<file path="src/verilog/sbw_pkg.sv">
// Constants for the break, wake and synchronous master serial block.
// Assumes a 32-bit APB slave with byte addresses in the low eight bits.
package sbw_pkg;
    // ----------------------------------------
    // Register byte offsets
    // ----------------------------------------
    localparam logic [7:0] ADDR_CTRL = 8'h00;
    localparam logic [7:0] ADDR_STATUS = 8'h04;
    localparam logic [7:0] ADDR_TXDATA = 8'h08;
    localparam logic [7:0] ADDR_RXDATA = 8'h0C;
    localparam logic [7:0] ADDR_BAUD = 8'h10;
    // ----------------------------------------
    // Control register fields
    // ----------------------------------------
    localparam int CTRL_WIDTH = 11;
    localparam int SERIAL_PORT_ENABLE = 0;
    localparam int CLOCKED_MODE = 1;
    localparam int CLOCK_SOURCE_MASTER = 2;
    localparam int TRANSMIT_ENABLE_BIT = 3;
    localparam int SEND_BREAK_REQUEST = 4;
    localparam int SINGLE_RECEIVE_ENABLE = 5;
    localparam int CONTINUOUS_RECEIVE_ENABLE = 6;
    localparam int WAKE_ON_LINE_ENABLE = 7;
    localparam int CLOCK_POLARITY_SELECT = 8;
    localparam int DATA_POLARITY_SELECT = 9;
    localparam int AUTO_BAUD_ENABLE = 10;
    localparam logic [CTRL_WIDTH-1:0] CTRL_RESET = 11'h000;
    // ----------------------------------------
    // Status register fields
    // ----------------------------------------
    localparam int ST_RECEIVE_INTERRUPT_FLAG = 0;
    localparam int ST_TRANSMIT_BUFFER_EMPTY_FLAG = 1;
    localparam int ST_TRANSMIT_SHIFT_EMPTY = 2;
    localparam int ST_RECEIVER_IDLE_STATUS = 3;
    localparam int ST_FRAMING_ERROR_FLAG = 4;
    // ----------------------------------------
    // Frame shapes and reset values
    // ----------------------------------------
    localparam logic [3:0] ASYNC_FRAME_BITS = 4'hA;
    localparam logic [3:0] BREAK_FRAME_BITS = 4'hE;
    localparam logic [2:0] SYNC_LAST_BIT = 3'h7;
    localparam logic [2:0] ASYNC_LAST_DATA_BIT = 3'h7;
    localparam logic [15:0] BAUD_DIV_RESET = 16'h0010;
    localparam logic [7:0] RX_DATA_RESET = 8'h00;
    localparam logic [13:0] SHIFT_RESET = 14'h3FFF;

    typedef enum logic [1:0] {TX_IDLE, TX_ASYNC, TX_SYNC_LEAD, TX_SYNC_TRAIL} sbw_tx_state_t;
    typedef enum logic [1:0] {RX_IDLE, RX_START, RX_DATA, RX_STOP} sbw_rx_state_t;
endpackage

</file>
<file path="src/verilog/sbw_top.sv">
// Break, wake-on-line and synchronous master logic of a serial port.
// Assumes an APB master on i_ref_clk and a pad that resolves each pin from its enable.
//
// Register access over APB and the register offsets were left to the implementer.
`timescale 1ns/1ps
`default_nettype none
module sbw_top
    import sbw_pkg::*;
#(
    parameter logic [15:0] RESET_BAUD_DIV = BAUD_DIV_RESET
)
(
    input wire logic i_ref_clk,
    input wire logic i_reset_n,
    input wire logic i_psel,
    input wire logic i_penable,
    input wire logic i_pwrite,
    input wire logic [7:0] i_paddr,
    input wire logic [31:0] i_pwdata,
    output logic [31:0] o_prdata,
    output logic o_pready,
    output logic o_pslverr,
    input wire logic i_receive_or_data_pin,
    output logic o_receive_or_data_pin,
    output logic o_receive_or_data_pin_oe,
    output logic o_transmit_or_clock_pin,
    output logic o_transmit_or_clock_pin_oe,
    output logic o_receive_interrupt_flag
);
    // ----------------------------------------
    // Register state
    // ----------------------------------------
    logic [CTRL_WIDTH-1:0] ctrl;
    logic [15:0] baud_div;
    logic [7:0] tx_buf;
    logic tx_buf_full;
    logic [7:0] rx_data;
    logic rx_flag;
    logic framing_error_flag;
    logic access_done;
    logic wr_ctrl;
    logic wr_tx;
    logic wr_baud;
    logic rd_rx;
    logic mapped;
    logic break_done;
    logic wake_end;
    logic wake_evt;
    logic rx_done;
    logic rx_stop_bad;
    logic tx_load;

    // The access completes on the edge where our own registered ready is seen
    assign access_done = i_psel && i_penable && o_pready;
    assign wr_ctrl = access_done && i_pwrite && (i_paddr == ADDR_CTRL);
    assign wr_tx = access_done && i_pwrite && (i_paddr == ADDR_TXDATA);
    assign wr_baud = access_done && i_pwrite && (i_paddr == ADDR_BAUD);
    assign rd_rx = access_done && !i_pwrite && (i_paddr == ADDR_RXDATA);
    assign mapped = (i_paddr == ADDR_CTRL) || (i_paddr == ADDR_STATUS) || (i_paddr == ADDR_TXDATA)
        || (i_paddr == ADDR_RXDATA) || (i_paddr == ADDR_BAUD);

    logic serial_port_enable;
    logic sync_mode;
    logic sync_master;
    logic tx_mode;
    logic ckpol;
    logic dpol;
    logic wake_on_line_enable;
    assign serial_port_enable = ctrl[SERIAL_PORT_ENABLE];
    assign sync_mode = ctrl[CLOCKED_MODE];
    assign sync_master = serial_port_enable && sync_mode && ctrl[CLOCK_SOURCE_MASTER];
    assign tx_mode = !ctrl[SINGLE_RECEIVE_ENABLE] && !ctrl[CONTINUOUS_RECEIVE_ENABLE];
    assign ckpol = ctrl[CLOCK_POLARITY_SELECT];
    assign dpol = ctrl[DATA_POLARITY_SELECT];
    assign wake_on_line_enable = ctrl[WAKE_ON_LINE_ENABLE];

    // ----------------------------------------
    // Receive pin synchroniser and edges
    // ----------------------------------------
    logic rx_meta;
    logic rx_sync;
    logic rx_prev;
    logic rx_line;
    logic rx_fall;
    logic rx_rise;

    always_ff @(posedge i_ref_clk)
    begin
        if (!i_reset_n)
        begin
            rx_meta <= 1'b1;
            rx_sync <= 1'b1;
        end
        else
        begin
            rx_meta <= i_receive_or_data_pin;
            rx_sync <= rx_meta;
        end
    end

    assign rx_line = rx_sync ^ dpol;

    always_ff @(posedge i_ref_clk)
    begin
        if (!i_reset_n)
            rx_prev <= 1'b1;
        else
            rx_prev <= rx_line;
    end

    assign rx_fall = rx_prev && !rx_line;
    assign rx_rise = !rx_prev && rx_line;

    // ----------------------------------------
    // Wake on line activity
    // ----------------------------------------
    // Clocks never stop in this implementation, so the wake event is always caught
    // on i_ref_clk; a sleeping system must keep this clock alive to be woken.
    logic wake_seen;
    assign wake_evt = serial_port_enable && !sync_mode && wake_on_line_enable && !wake_seen && rx_fall;
    assign wake_end = serial_port_enable && !sync_mode && wake_on_line_enable && wake_seen && rx_rise;

    always_ff @(posedge i_ref_clk)
    begin
        if (!i_reset_n)
            wake_seen <= 1'b0;
        else if (!wake_on_line_enable || wake_end)
            wake_seen <= 1'b0;
        else if (wake_evt)
            wake_seen <= 1'b1;
    end

    // ----------------------------------------
    // Control and baud registers
    // ----------------------------------------
    // Auto-baud stays armed across the wake, so the measurement applies to the
    // character after the break; the measuring logic sits outside this block.
    always_ff @(posedge i_ref_clk)
    begin
        if (!i_reset_n)
            ctrl <= CTRL_RESET;
        else
        begin
            if (wr_ctrl)
                ctrl <= i_pwdata[CTRL_WIDTH-1:0];
            if (break_done)
                ctrl[SEND_BREAK_REQUEST] <= 1'b0;
            if (wake_end)
                ctrl[WAKE_ON_LINE_ENABLE] <= 1'b0;
        end
    end

    always_ff @(posedge i_ref_clk)
    begin
        if (!i_reset_n)
            baud_div <= RESET_BAUD_DIV;
        else if (wr_baud)
            baud_div <= i_pwdata[15:0];
    end

    // ----------------------------------------
    // Transmit buffer
    // ----------------------------------------
    sbw_tx_state_t tx_state;
    logic [13:0] tx_shift;
    logic [3:0] tx_bits;
    logic [3:0] tx_len;
    logic tx_is_break;
    logic [15:0] tx_cnt;
    logic tx_tick;

    // A byte moves to the shifter only when it is idle; otherwise it waits
    assign tx_load = tx_buf_full && (tx_state == TX_IDLE) && serial_port_enable && ctrl[TRANSMIT_ENABLE_BIT]
        && (!sync_mode || (sync_master && tx_mode));

    always_ff @(posedge i_ref_clk)
    begin
        if (!i_reset_n)
        begin
            tx_buf <= RX_DATA_RESET;
            tx_buf_full <= 1'b0;
        end
        else if (tx_load)
            tx_buf_full <= 1'b0;
        else if (wr_tx && !tx_buf_full)
        begin
            tx_buf <= i_pwdata[7:0];
            tx_buf_full <= 1'b1;
        end
    end

    // ----------------------------------------
    // Bit timing and transmit shifter
    // ----------------------------------------
    assign tx_tick = (tx_cnt == baud_div - 16'h0001);

    always_ff @(posedge i_ref_clk)
    begin
        if (!i_reset_n || tx_load || tx_tick)
            tx_cnt <= 16'h0000;
        else
            tx_cnt <= tx_cnt + 16'h0001;
    end

    always_ff @(posedge i_ref_clk)
    begin
        if (!i_reset_n)
        begin
            tx_state <= TX_IDLE;
            tx_shift <= SHIFT_RESET;
            tx_bits <= 4'h0;
            tx_len <= ASYNC_FRAME_BITS;
            tx_is_break <= 1'b0;
            break_done <= 1'b0;
        end
        else
        begin
            break_done <= 1'b0;
            case (tx_state)
                TX_IDLE:
                begin
                    tx_bits <= 4'h0;
                    if (tx_load && sync_mode)
                    begin
                        tx_shift <= {6'h3F, tx_buf};
                        tx_state <= TX_SYNC_LEAD;
                    end
                    else if (tx_load && ctrl[SEND_BREAK_REQUEST] && !break_done)
                    begin
                        // Written value discarded; start plus twelve zeros, then stop
                        tx_shift <= {1'b1, 13'h0000};
                        tx_len <= BREAK_FRAME_BITS;
                        tx_is_break <= 1'b1;
                        tx_state <= TX_ASYNC;
                    end
                    else if (tx_load)
                    begin
                        tx_shift <= {5'h1F, tx_buf, 1'b0};
                        tx_len <= ASYNC_FRAME_BITS;
                        tx_is_break <= 1'b0;
                        tx_state <= TX_ASYNC;
                    end
                end
                TX_ASYNC:
                begin
                    if (tx_tick)
                    begin
                        tx_shift <= {1'b1, tx_shift[13:1]};
                        tx_bits <= tx_bits + 4'h1;
                        if (tx_bits == tx_len - 4'h1)
                        begin
                            tx_state <= TX_IDLE;
                            break_done <= tx_is_break;
                        end
                    end
                end
                TX_SYNC_LEAD:
                begin
                    if (tx_tick)
                        tx_state <= TX_SYNC_TRAIL;
                end
                TX_SYNC_TRAIL:
                begin
                    if (tx_tick)
                    begin
                        if (tx_bits[2:0] == SYNC_LAST_BIT)
                            tx_state <= TX_IDLE;
                        else
                        begin
                            // Next bit appears together with the next leading edge
                            tx_shift <= {1'b1, tx_shift[13:1]};
                            tx_bits <= tx_bits + 4'h1;
                            tx_state <= TX_SYNC_LEAD;
                        end
                    end
                end
                default:
                    tx_state <= TX_IDLE;
            endcase
        end
    end

    // ----------------------------------------
    // Asynchronous receiver
    // ----------------------------------------
    sbw_rx_state_t rx_state;
    logic [15:0] rx_cnt;
    logic [2:0] rx_bits;
    logic [7:0] rx_shift;
    logic rx_enabled;
    logic rx_half;
    logic rx_full;

    // Wake enable parks the receiver so the break is not taken as data
    assign rx_enabled = serial_port_enable && !sync_mode && ctrl[CONTINUOUS_RECEIVE_ENABLE] && !wake_on_line_enable;
    assign rx_half = (rx_cnt == {1'b0, baud_div[15:1]});
    assign rx_full = (rx_cnt == baud_div - 16'h0001);
    assign rx_stop_bad = !rx_line;

    always_ff @(posedge i_ref_clk)
    begin
        if (!i_reset_n)
        begin
            rx_state <= RX_IDLE;
            rx_cnt <= 16'h0000;
            rx_bits <= 3'h0;
            rx_shift <= RX_DATA_RESET;
            rx_done <= 1'b0;
        end
        else
        begin
            rx_done <= 1'b0;
            rx_cnt <= rx_cnt + 16'h0001;
            if (!rx_enabled)
                rx_state <= RX_IDLE;
            else
            begin
                case (rx_state)
                    RX_IDLE:
                    begin
                        rx_cnt <= 16'h0000;
                        rx_bits <= 3'h0;
                        if (rx_fall)
                            rx_state <= RX_START;
                    end
                    RX_START:
                    begin
                        if (rx_half)
                        begin
                            rx_cnt <= 16'h0000;
                            rx_state <= rx_line ? RX_IDLE : RX_DATA;
                        end
                    end
                    RX_DATA:
                    begin
                        if (rx_full)
                        begin
                            rx_cnt <= 16'h0000;
                            rx_shift <= {rx_line, rx_shift[7:1]};
                            rx_bits <= rx_bits + 3'h1;
                            if (rx_bits == ASYNC_LAST_DATA_BIT)
                                rx_state <= RX_STOP;
                        end
                    end
                    RX_STOP:
                    begin
                        if (rx_full)
                        begin
                            rx_done <= 1'b1;
                            rx_state <= RX_IDLE;
                        end
                    end
                    default:
                        rx_state <= RX_IDLE;
                endcase
            end
        end
    end

    // A break yields 00h with a low stop bit, hence the framing error
    always_ff @(posedge i_ref_clk)
    begin
        if (!i_reset_n)
        begin
            rx_data <= RX_DATA_RESET;
            framing_error_flag <= 1'b0;
        end
        else if (rx_done)
        begin
            rx_data <= rx_shift;
            framing_error_flag <= rx_stop_bad;
        end
    end

    // Set wins over the read-clear so an event in the read cycle survives
    always_ff @(posedge i_ref_clk)
    begin
        if (!i_reset_n)
            rx_flag <= 1'b0;
        else if (rx_done || wake_evt)
            rx_flag <= 1'b1;
        else if (rd_rx)
            rx_flag <= 1'b0;
    end

    // ----------------------------------------
    // APB read path
    // ----------------------------------------
    logic [31:0] rd_value;
    always_comb
    begin
        rd_value = 32'h0000_0000;
        case (i_paddr)
            ADDR_CTRL: rd_value[CTRL_WIDTH-1:0] = ctrl;
            ADDR_STATUS:
            begin
                rd_value[ST_RECEIVE_INTERRUPT_FLAG] = rx_flag;
                rd_value[ST_TRANSMIT_BUFFER_EMPTY_FLAG] = !tx_buf_full;
                rd_value[ST_TRANSMIT_SHIFT_EMPTY] = (tx_state == TX_IDLE);
                rd_value[ST_RECEIVER_IDLE_STATUS] = (rx_state == RX_IDLE);
                rd_value[ST_FRAMING_ERROR_FLAG] = framing_error_flag;
            end
            ADDR_RXDATA: rd_value[7:0] = rx_data;
            ADDR_BAUD: rd_value[15:0] = baud_div;
            default: rd_value = 32'h0000_0000;
        endcase
    end

    // One wait state keeps ready and read data straight from flip-flops
    always_ff @(posedge i_ref_clk)
    begin
        if (!i_reset_n)
        begin
            o_pready <= 1'b0;
            o_prdata <= 32'h0000_0000;
            o_pslverr <= 1'b0;
        end
        else
        begin
            o_pready <= i_psel && i_penable && !o_pready;
            o_prdata <= rd_value;
            o_pslverr <= i_psel && i_penable && !o_pready && !mapped;
        end
    end

    // ----------------------------------------
    // Pin drivers
    // ----------------------------------------
    always_ff @(posedge i_ref_clk)
    begin
        if (!i_reset_n)
        begin
            o_transmit_or_clock_pin <= 1'b1;
            o_transmit_or_clock_pin_oe <= 1'b0;
            o_receive_or_data_pin <= 1'b0;
            o_receive_or_data_pin_oe <= 1'b0;
            o_receive_interrupt_flag <= 1'b0;
        end
        else
        begin
            o_receive_interrupt_flag <= rx_flag;
            if (sync_master)
            begin
                // Clock leaves its idle level for the first half of every bit
                o_transmit_or_clock_pin <= (tx_state == TX_SYNC_LEAD) ? !ckpol : ckpol;
                o_transmit_or_clock_pin_oe <= 1'b1;
                o_receive_or_data_pin <= tx_shift[0] ^ dpol;
                o_receive_or_data_pin_oe <= tx_mode;
            end
            else
            begin
                o_transmit_or_clock_pin <= ((tx_state == TX_ASYNC) ? tx_shift[0] : 1'b1) ^ dpol;
                o_transmit_or_clock_pin_oe <= serial_port_enable && !sync_mode;
                o_receive_or_data_pin <= 1'b0;
                o_receive_or_data_pin_oe <= 1'b0;
            end
        end
    end
endmodule
`default_nettype wire

</file>
<file path="config.mk">
export PLATFORM = sky130hd
export DESIGN_NAME = sbw_top
export DESIGN_NICKNAME = d
export VERILOG_FILES = /design/src/verilog/sbw_pkg.sv /design/src/verilog/sbw_top.sv
export SDC_FILE = /design/constraint.sdc
export NUM_CORES = 1
export LEC_CHECK = 0
export BUFFER_PORTS_ARGS = -buffer_cell sky130_fd_sc_hd__buf_4
export CELL_PAD_IN_SITES_DETAIL_PLACEMENT = 2
export CELL_PAD_IN_SITES_GLOBAL_PLACEMENT = 2
export CORE_MARGIN = 5
export CORE_UTILIZATION = 38
export DETAILED_ROUTE_END_ITERATION = 6
export GPL_ROUTABILITY_DRIVEN = 0
export PLACE_DENSITY_LB_ADDON = 0.2
export SYNTH_ARGS = -nofsm -noshare
export SYNTH_HDL_FRONTEND = slang
export SYNTH_SLANG_ARGS = --single-unit
</file>
<file path="constraint.sdc">
create_clock -name i_ref_clk -period 7.1 [get_ports i_ref_clk]
set_clock_uncertainty 0.05 [all_clocks]
set_input_delay 0.355 -clock i_ref_clk [delete_from_list [all_inputs] [get_ports i_ref_clk]]
set_output_delay 0.355 -clock i_ref_clk [all_outputs]
set_load 0.05 [all_outputs]
</file>
# Word-level counts from Yosys, hierarchy flattened
# Cells that the tools add are included.
# totals
elab_cells	200
input_bits	46
output_inout_bits	39
regBits	161
# classes
n_mux	47
n_addsub	6
bitwise_logic	6
eq_ne	27
n_reduce_logical	79
# ops
operator	count
2-to-1 mux 14 bit	6
2-to-1 mux 16 bit	3
one-hot mux 16 bit (3 select lines)	1
one-hot mux 14 bit (3 select lines)	1
adder 16 x 1 -> 16 bit (second input constant)	2
== test 16 bit	2
logical AND 1 bit	32
2-to-1 mux 2 bit	14
2-to-1 mux 4 bit	5
!= test 2 bit (second input constant)	10
one-hot mux 5 bit (4 select lines)	1
== test 16 x 15 -> 1 bit	1
== test 8 x 4 -> 1 bit (second input constant)	2
one-hot mux 2 bit (4 select lines)	2
subtractor 16 x 1 -> 16 bit (second input constant)	1
AND reduction 5 bit	3
zero test 1 bit	14
one-hot mux 3 bit (2 select lines)	2
one-hot mux 4 bit (3 select lines)	1
AND reduction 3 bit	4
logical OR 1 bit	9
2-to-1 mux 1 bit	9
one-hot mux 3 bit (3 select lines)	1
== test 2 bit (second input constant)	4
other kinds (19)	35

# Longest topological paths before layout
# logic_depth
depth_word	10
mapped_depth	15
ltp_nobuf	10

# Worst setup path before layout
# No wires, ideal clock.
# synth_path
kind	reg-to-reg
startpoint	register baud_div[0]
endpoint	register rx_cnt[10]
path_stages_with_launch	16
setup_time_ns	0.113
path_slack_ns	3.988
t_arrival_ns	2.949
synth_period_minus_slack_ns	3.112
required_ns	6.937
n_path_buf	5
path_cell_list	dfxtp_1 > buf_6 > inv_1 > ha_1 > clkbuf_1 > or3b_1 > clkbuf_1 > or4_1 > o31ai_1 > a32oi_1 > nor4b_4 > a32oi_1 > nor2b_1 > clkbuf_2 > buf_4 > nor2_1
# synth_between
elab_chain_len	5
# synth_lines
element	line_no	rtl
start, declared	sbw_top.sv:34	logic [15:0] baud_div;
start signal, assigned	sbw_top.sv:158	baud_div <= i_pwdata[15:0];
subtractor 16 x 1 -> 16 bit	sbw_top.sv:297	assign rx_full = (rx_cnt == baud_div - 16'h0001);
== test 16 bit	sbw_top.sv:297	
2-to-1 mux 16 bit	sbw_top.sv:336	if (rx_full)
one-hot mux 16 bit (3 select lines)	sbw_top.sv:318	case (rx_state)
2-to-1 mux 16 bit	sbw_top.sv:314	if (!rx_enabled)
end signal, assigned	sbw_top.sv:313	rx_cnt <= rx_cnt + 16'h0001;
end, declared	sbw_top.sv:287	logic [15:0] rx_cnt;
# No other way between the ends.
# A chain may end at the register's enable or synchronous reset.

# Worst setup path after layout
# Same ends and word-level chain as after synthesis.

==> results.md <==
- Hold Slack: 55.4 ps
- Final hold vios: 0
- Skew-Pair Late Insertion Delay: 430 ps
- Peak VDD IR: 0.000174 V
- Crit Path Class: flop to flop
- Synth Area in Simple Gates: 22.3%
- CP peak stage delay: 880 ps
- CP top delay family: simple AND/OR/NAND/NOR gates
- Final Net Count: between 900 and 1000
- Port bufs: between 50 and 60
- Die Width: 149 um
- Worst EP arrival: ~4200 ps
- Final HPWL DP: 15700 um
- GRT Util Overall: 20.7%
- Pre-Repair DR Iteration Count: 4
- RSZ-0062 raised after global routing: no
- IO Count: 85
- DR iter-0 viols: 249
- Cell Chain, Critical Path: inv_1 > ha_1 > nor3b_1 > a21oi_1 > a2111oi_4 > nand4_2 > nor3_4 > a32oi_1 > nor2b_1 > nor2_1
- Avg Synthesized Cell Area: about 8.7 um2
- HP Class: input pin to flop
- Max-slew headroom: between 20% and 30%
- Ys Warns: 0
- Sink Count: 140
- Layout Cells excl Fill: between 1000 and 1500
- # Max-Cap Violations: 0
- Post-Place Cells: 1100
- Main synth FF type: dfxtp_1
- Total wire length: 22200 um
- Cell taking the most area after synthesis: dfxtp_1
- Synth top cells by count: dfxtp_1, nor2_1, nand2_1, mux2i_1, xnor2_1
- Unique masters post-synth: 73
- Period utilisation layout: 56.1%
- CTS max path bufs: 2
- CTS tree: done
- CP Capture Type: flop
- Post-CTS setup buffer count: 0
- Fin crit period: approximately 4000 ps
- Area grow syn2layout: 13.8%
- Initial antenna violation count: 0
- Area share of the largest cell type after synthesis: ~38%
- Outcome: completed
- Critical Path Stages: 10
- Crit path buf inv count: 1
- Compound-Gate Fraction of Synth Area: 11.3%
- Combinational family with the most area after synthesis: simple AND/OR/NAND/NOR gates
- Total gr overflow: 0
- Final Slew Violations: 0
- Share of post-route cells with drive strength above 1: about an eighth
- Sequential-to-total area share from yosys stat: 38.4%
- Routed len/inst: 19.6 um
- Power Total: 1.78 mW
- Xor/xnor share of the synthesized area: 10.8%
- First-pass GRT wire length: roughly 36000 um
- Vias: 6048
- Final setup viols: 0
- Slowest cell on crit path: nor2b_1
- DRC: 0
- Setup crit start kind: flop
- Final Util: 44.1%
- Worst Max-Slew Pin Slew: about 1100 ps
- Core area: 18800 um2
- Power per Cell Area: 215 nW/um2
- H-tree levels: 4
- Largest net degree at the start of global routing: about 70
- Starting Density: 38.7%
- Post-Synthesis Cells: 843
- EDFF count, synth: 0
- Adder-cell area share of the yosys netlist: around 1.4%
- Row count: 50
- # diodes: 0
- Lkg Pwr: 3.47 nW
- TNS Setup: 0 ps
- Post-Syn Area: 7290 um2
- Routed Antenna Nets: 0
- Number of vias per cell: 5.34
- Worst EP required: around 7300 ps
- Top cells by area, synth: dfxtp_1, mux2i_1, nor2_1
- Flops & latches, synth: 140
- Vias in the first global route: 6903
- Mux cell area share after synthesis: under 10%
- Number of CTS-inserted buffers: 17
- Die area: 22100 um2
- Count leader, synth: dfxtp_1
- Root buf cell: clkbuf_16
- Hold depth: 2
- Ys async rst share: 0%
- Die height: approximately 150 um
- Reg2Reg Depth: 10
- Fmax: approximately 250 MHz
- Crit Path Max Fanout: 16
- Clock transition at path regs: 70 ps
- Hold buffers post-CTS: 0
- Post_cts resized: 0
==> metrics by stage <==
stage          instance area, um2  setup WS [ps]
2_1_floorplan                7350           3990
3_3_place_gp                 7710           3250
3_5_place_dp                 7710           3110
4_1_cts                      8300           3050
5_1_grt                      8300           2770
6_report                     8300           3120
==> worst paths after layout <==
| check | from | endpoint | slack, ps |
|---|---|---|---|
| max | baud_div[0]$_SDFFE_PN0P_ | rx_cnt[10]$_SDFF_PN0_ | 3120 |
| min reg2reg | rx_meta$_SDFF_PN1_ | rx_sync$_SDFF_PN1_ | 380 |
| min | i_receive_or_data_pin | rx_meta$_SDFF_PN1_ | 60 |
| max reg2reg | baud_div[0]$_SDFFE_PN0P_ | rx_cnt[10]$_SDFF_PN0_ | 3120 |
==> registers in the layout, indices dropped and copies added (netlist names), 2 cells and up, named ones only <==
signal	count
tx_shift	13
rx_data	8
tx_cnt	16
tx_state	2
baud_div	16
ctrl	11
tx_buf	8
tx_bits	4
rx_cnt	16
rx_bits	3
o_prdata	16
rx_shift	8
==> cell type report <==
cell class	count	area, um2
fill	2078	10500
multi-input combinational	610	4030
timing repair buffer	56	420
clock buffer	18	429
tap	260	325
inverter	34	128
clock inverter	14	159
sequential	140	2800
==> where the power goes <==
part / leakage, nW / switching [mW] / internal (mW)
clock: 0.288 / 0.388 / 0.525
combinational: 2.06 / 0.0505 / 0.0235
sequential: 1.13 / 0.00654 / 0.789
total: 3.47 / 0.445 / 1.34
==> routing by layer <==
metal / vias to the layer above / routed length, um / share of wire (%) / GRT usage [%]
met1: 3019 / 9280 / 42 / 23.7
met5: - / 0 / 0 / 0
li1: 2888 / - / - / -
met3: 34 / 669 / 3.0 / 3.99
met2: 107 / 11700 / 53 / 38.1
met4: 0 / 503 / 2.3 / 7.58
==> layout by cell type, fill, tap and decap left out, types with 6 or more instances in the layout <==
cell type,netlist,final
a21oi_1,32,32
a22oi_1,7,7
and2_1,11,11
and3_1,11,11
buf_4,23,56
clkbuf_16,0,17
conb_1,1,16
dfxtp_1,140,140
ha_1,8,8
inv_1,34,34
mux2i_1,59,59
nand2_1,70,70
nand2b_1,6,6
nand3_1,22,22
nand4_1,11,11
nor2_1,101,101
nor2b_1,25,25
nor3_1,12,12
nor3b_1,8,8
nor4_1,14,13
o21ai_0,18,18
o221ai_1,8,8
o31ai_1,7,7
xnor2_1,43,43
xor2_1,39,39
==> cells by family (layout without fill, tap and decap cells) <==
logic type      Yosys count  in the layout
fa+ha+maj                 8              8
other cells               1             16
compound gates          118            118
mux                      63             63
buf+inv                 108            122
simple gates            320            320
flops                   140            140
xor+xnor                 85             85
(Power assumes the default switching activity.)
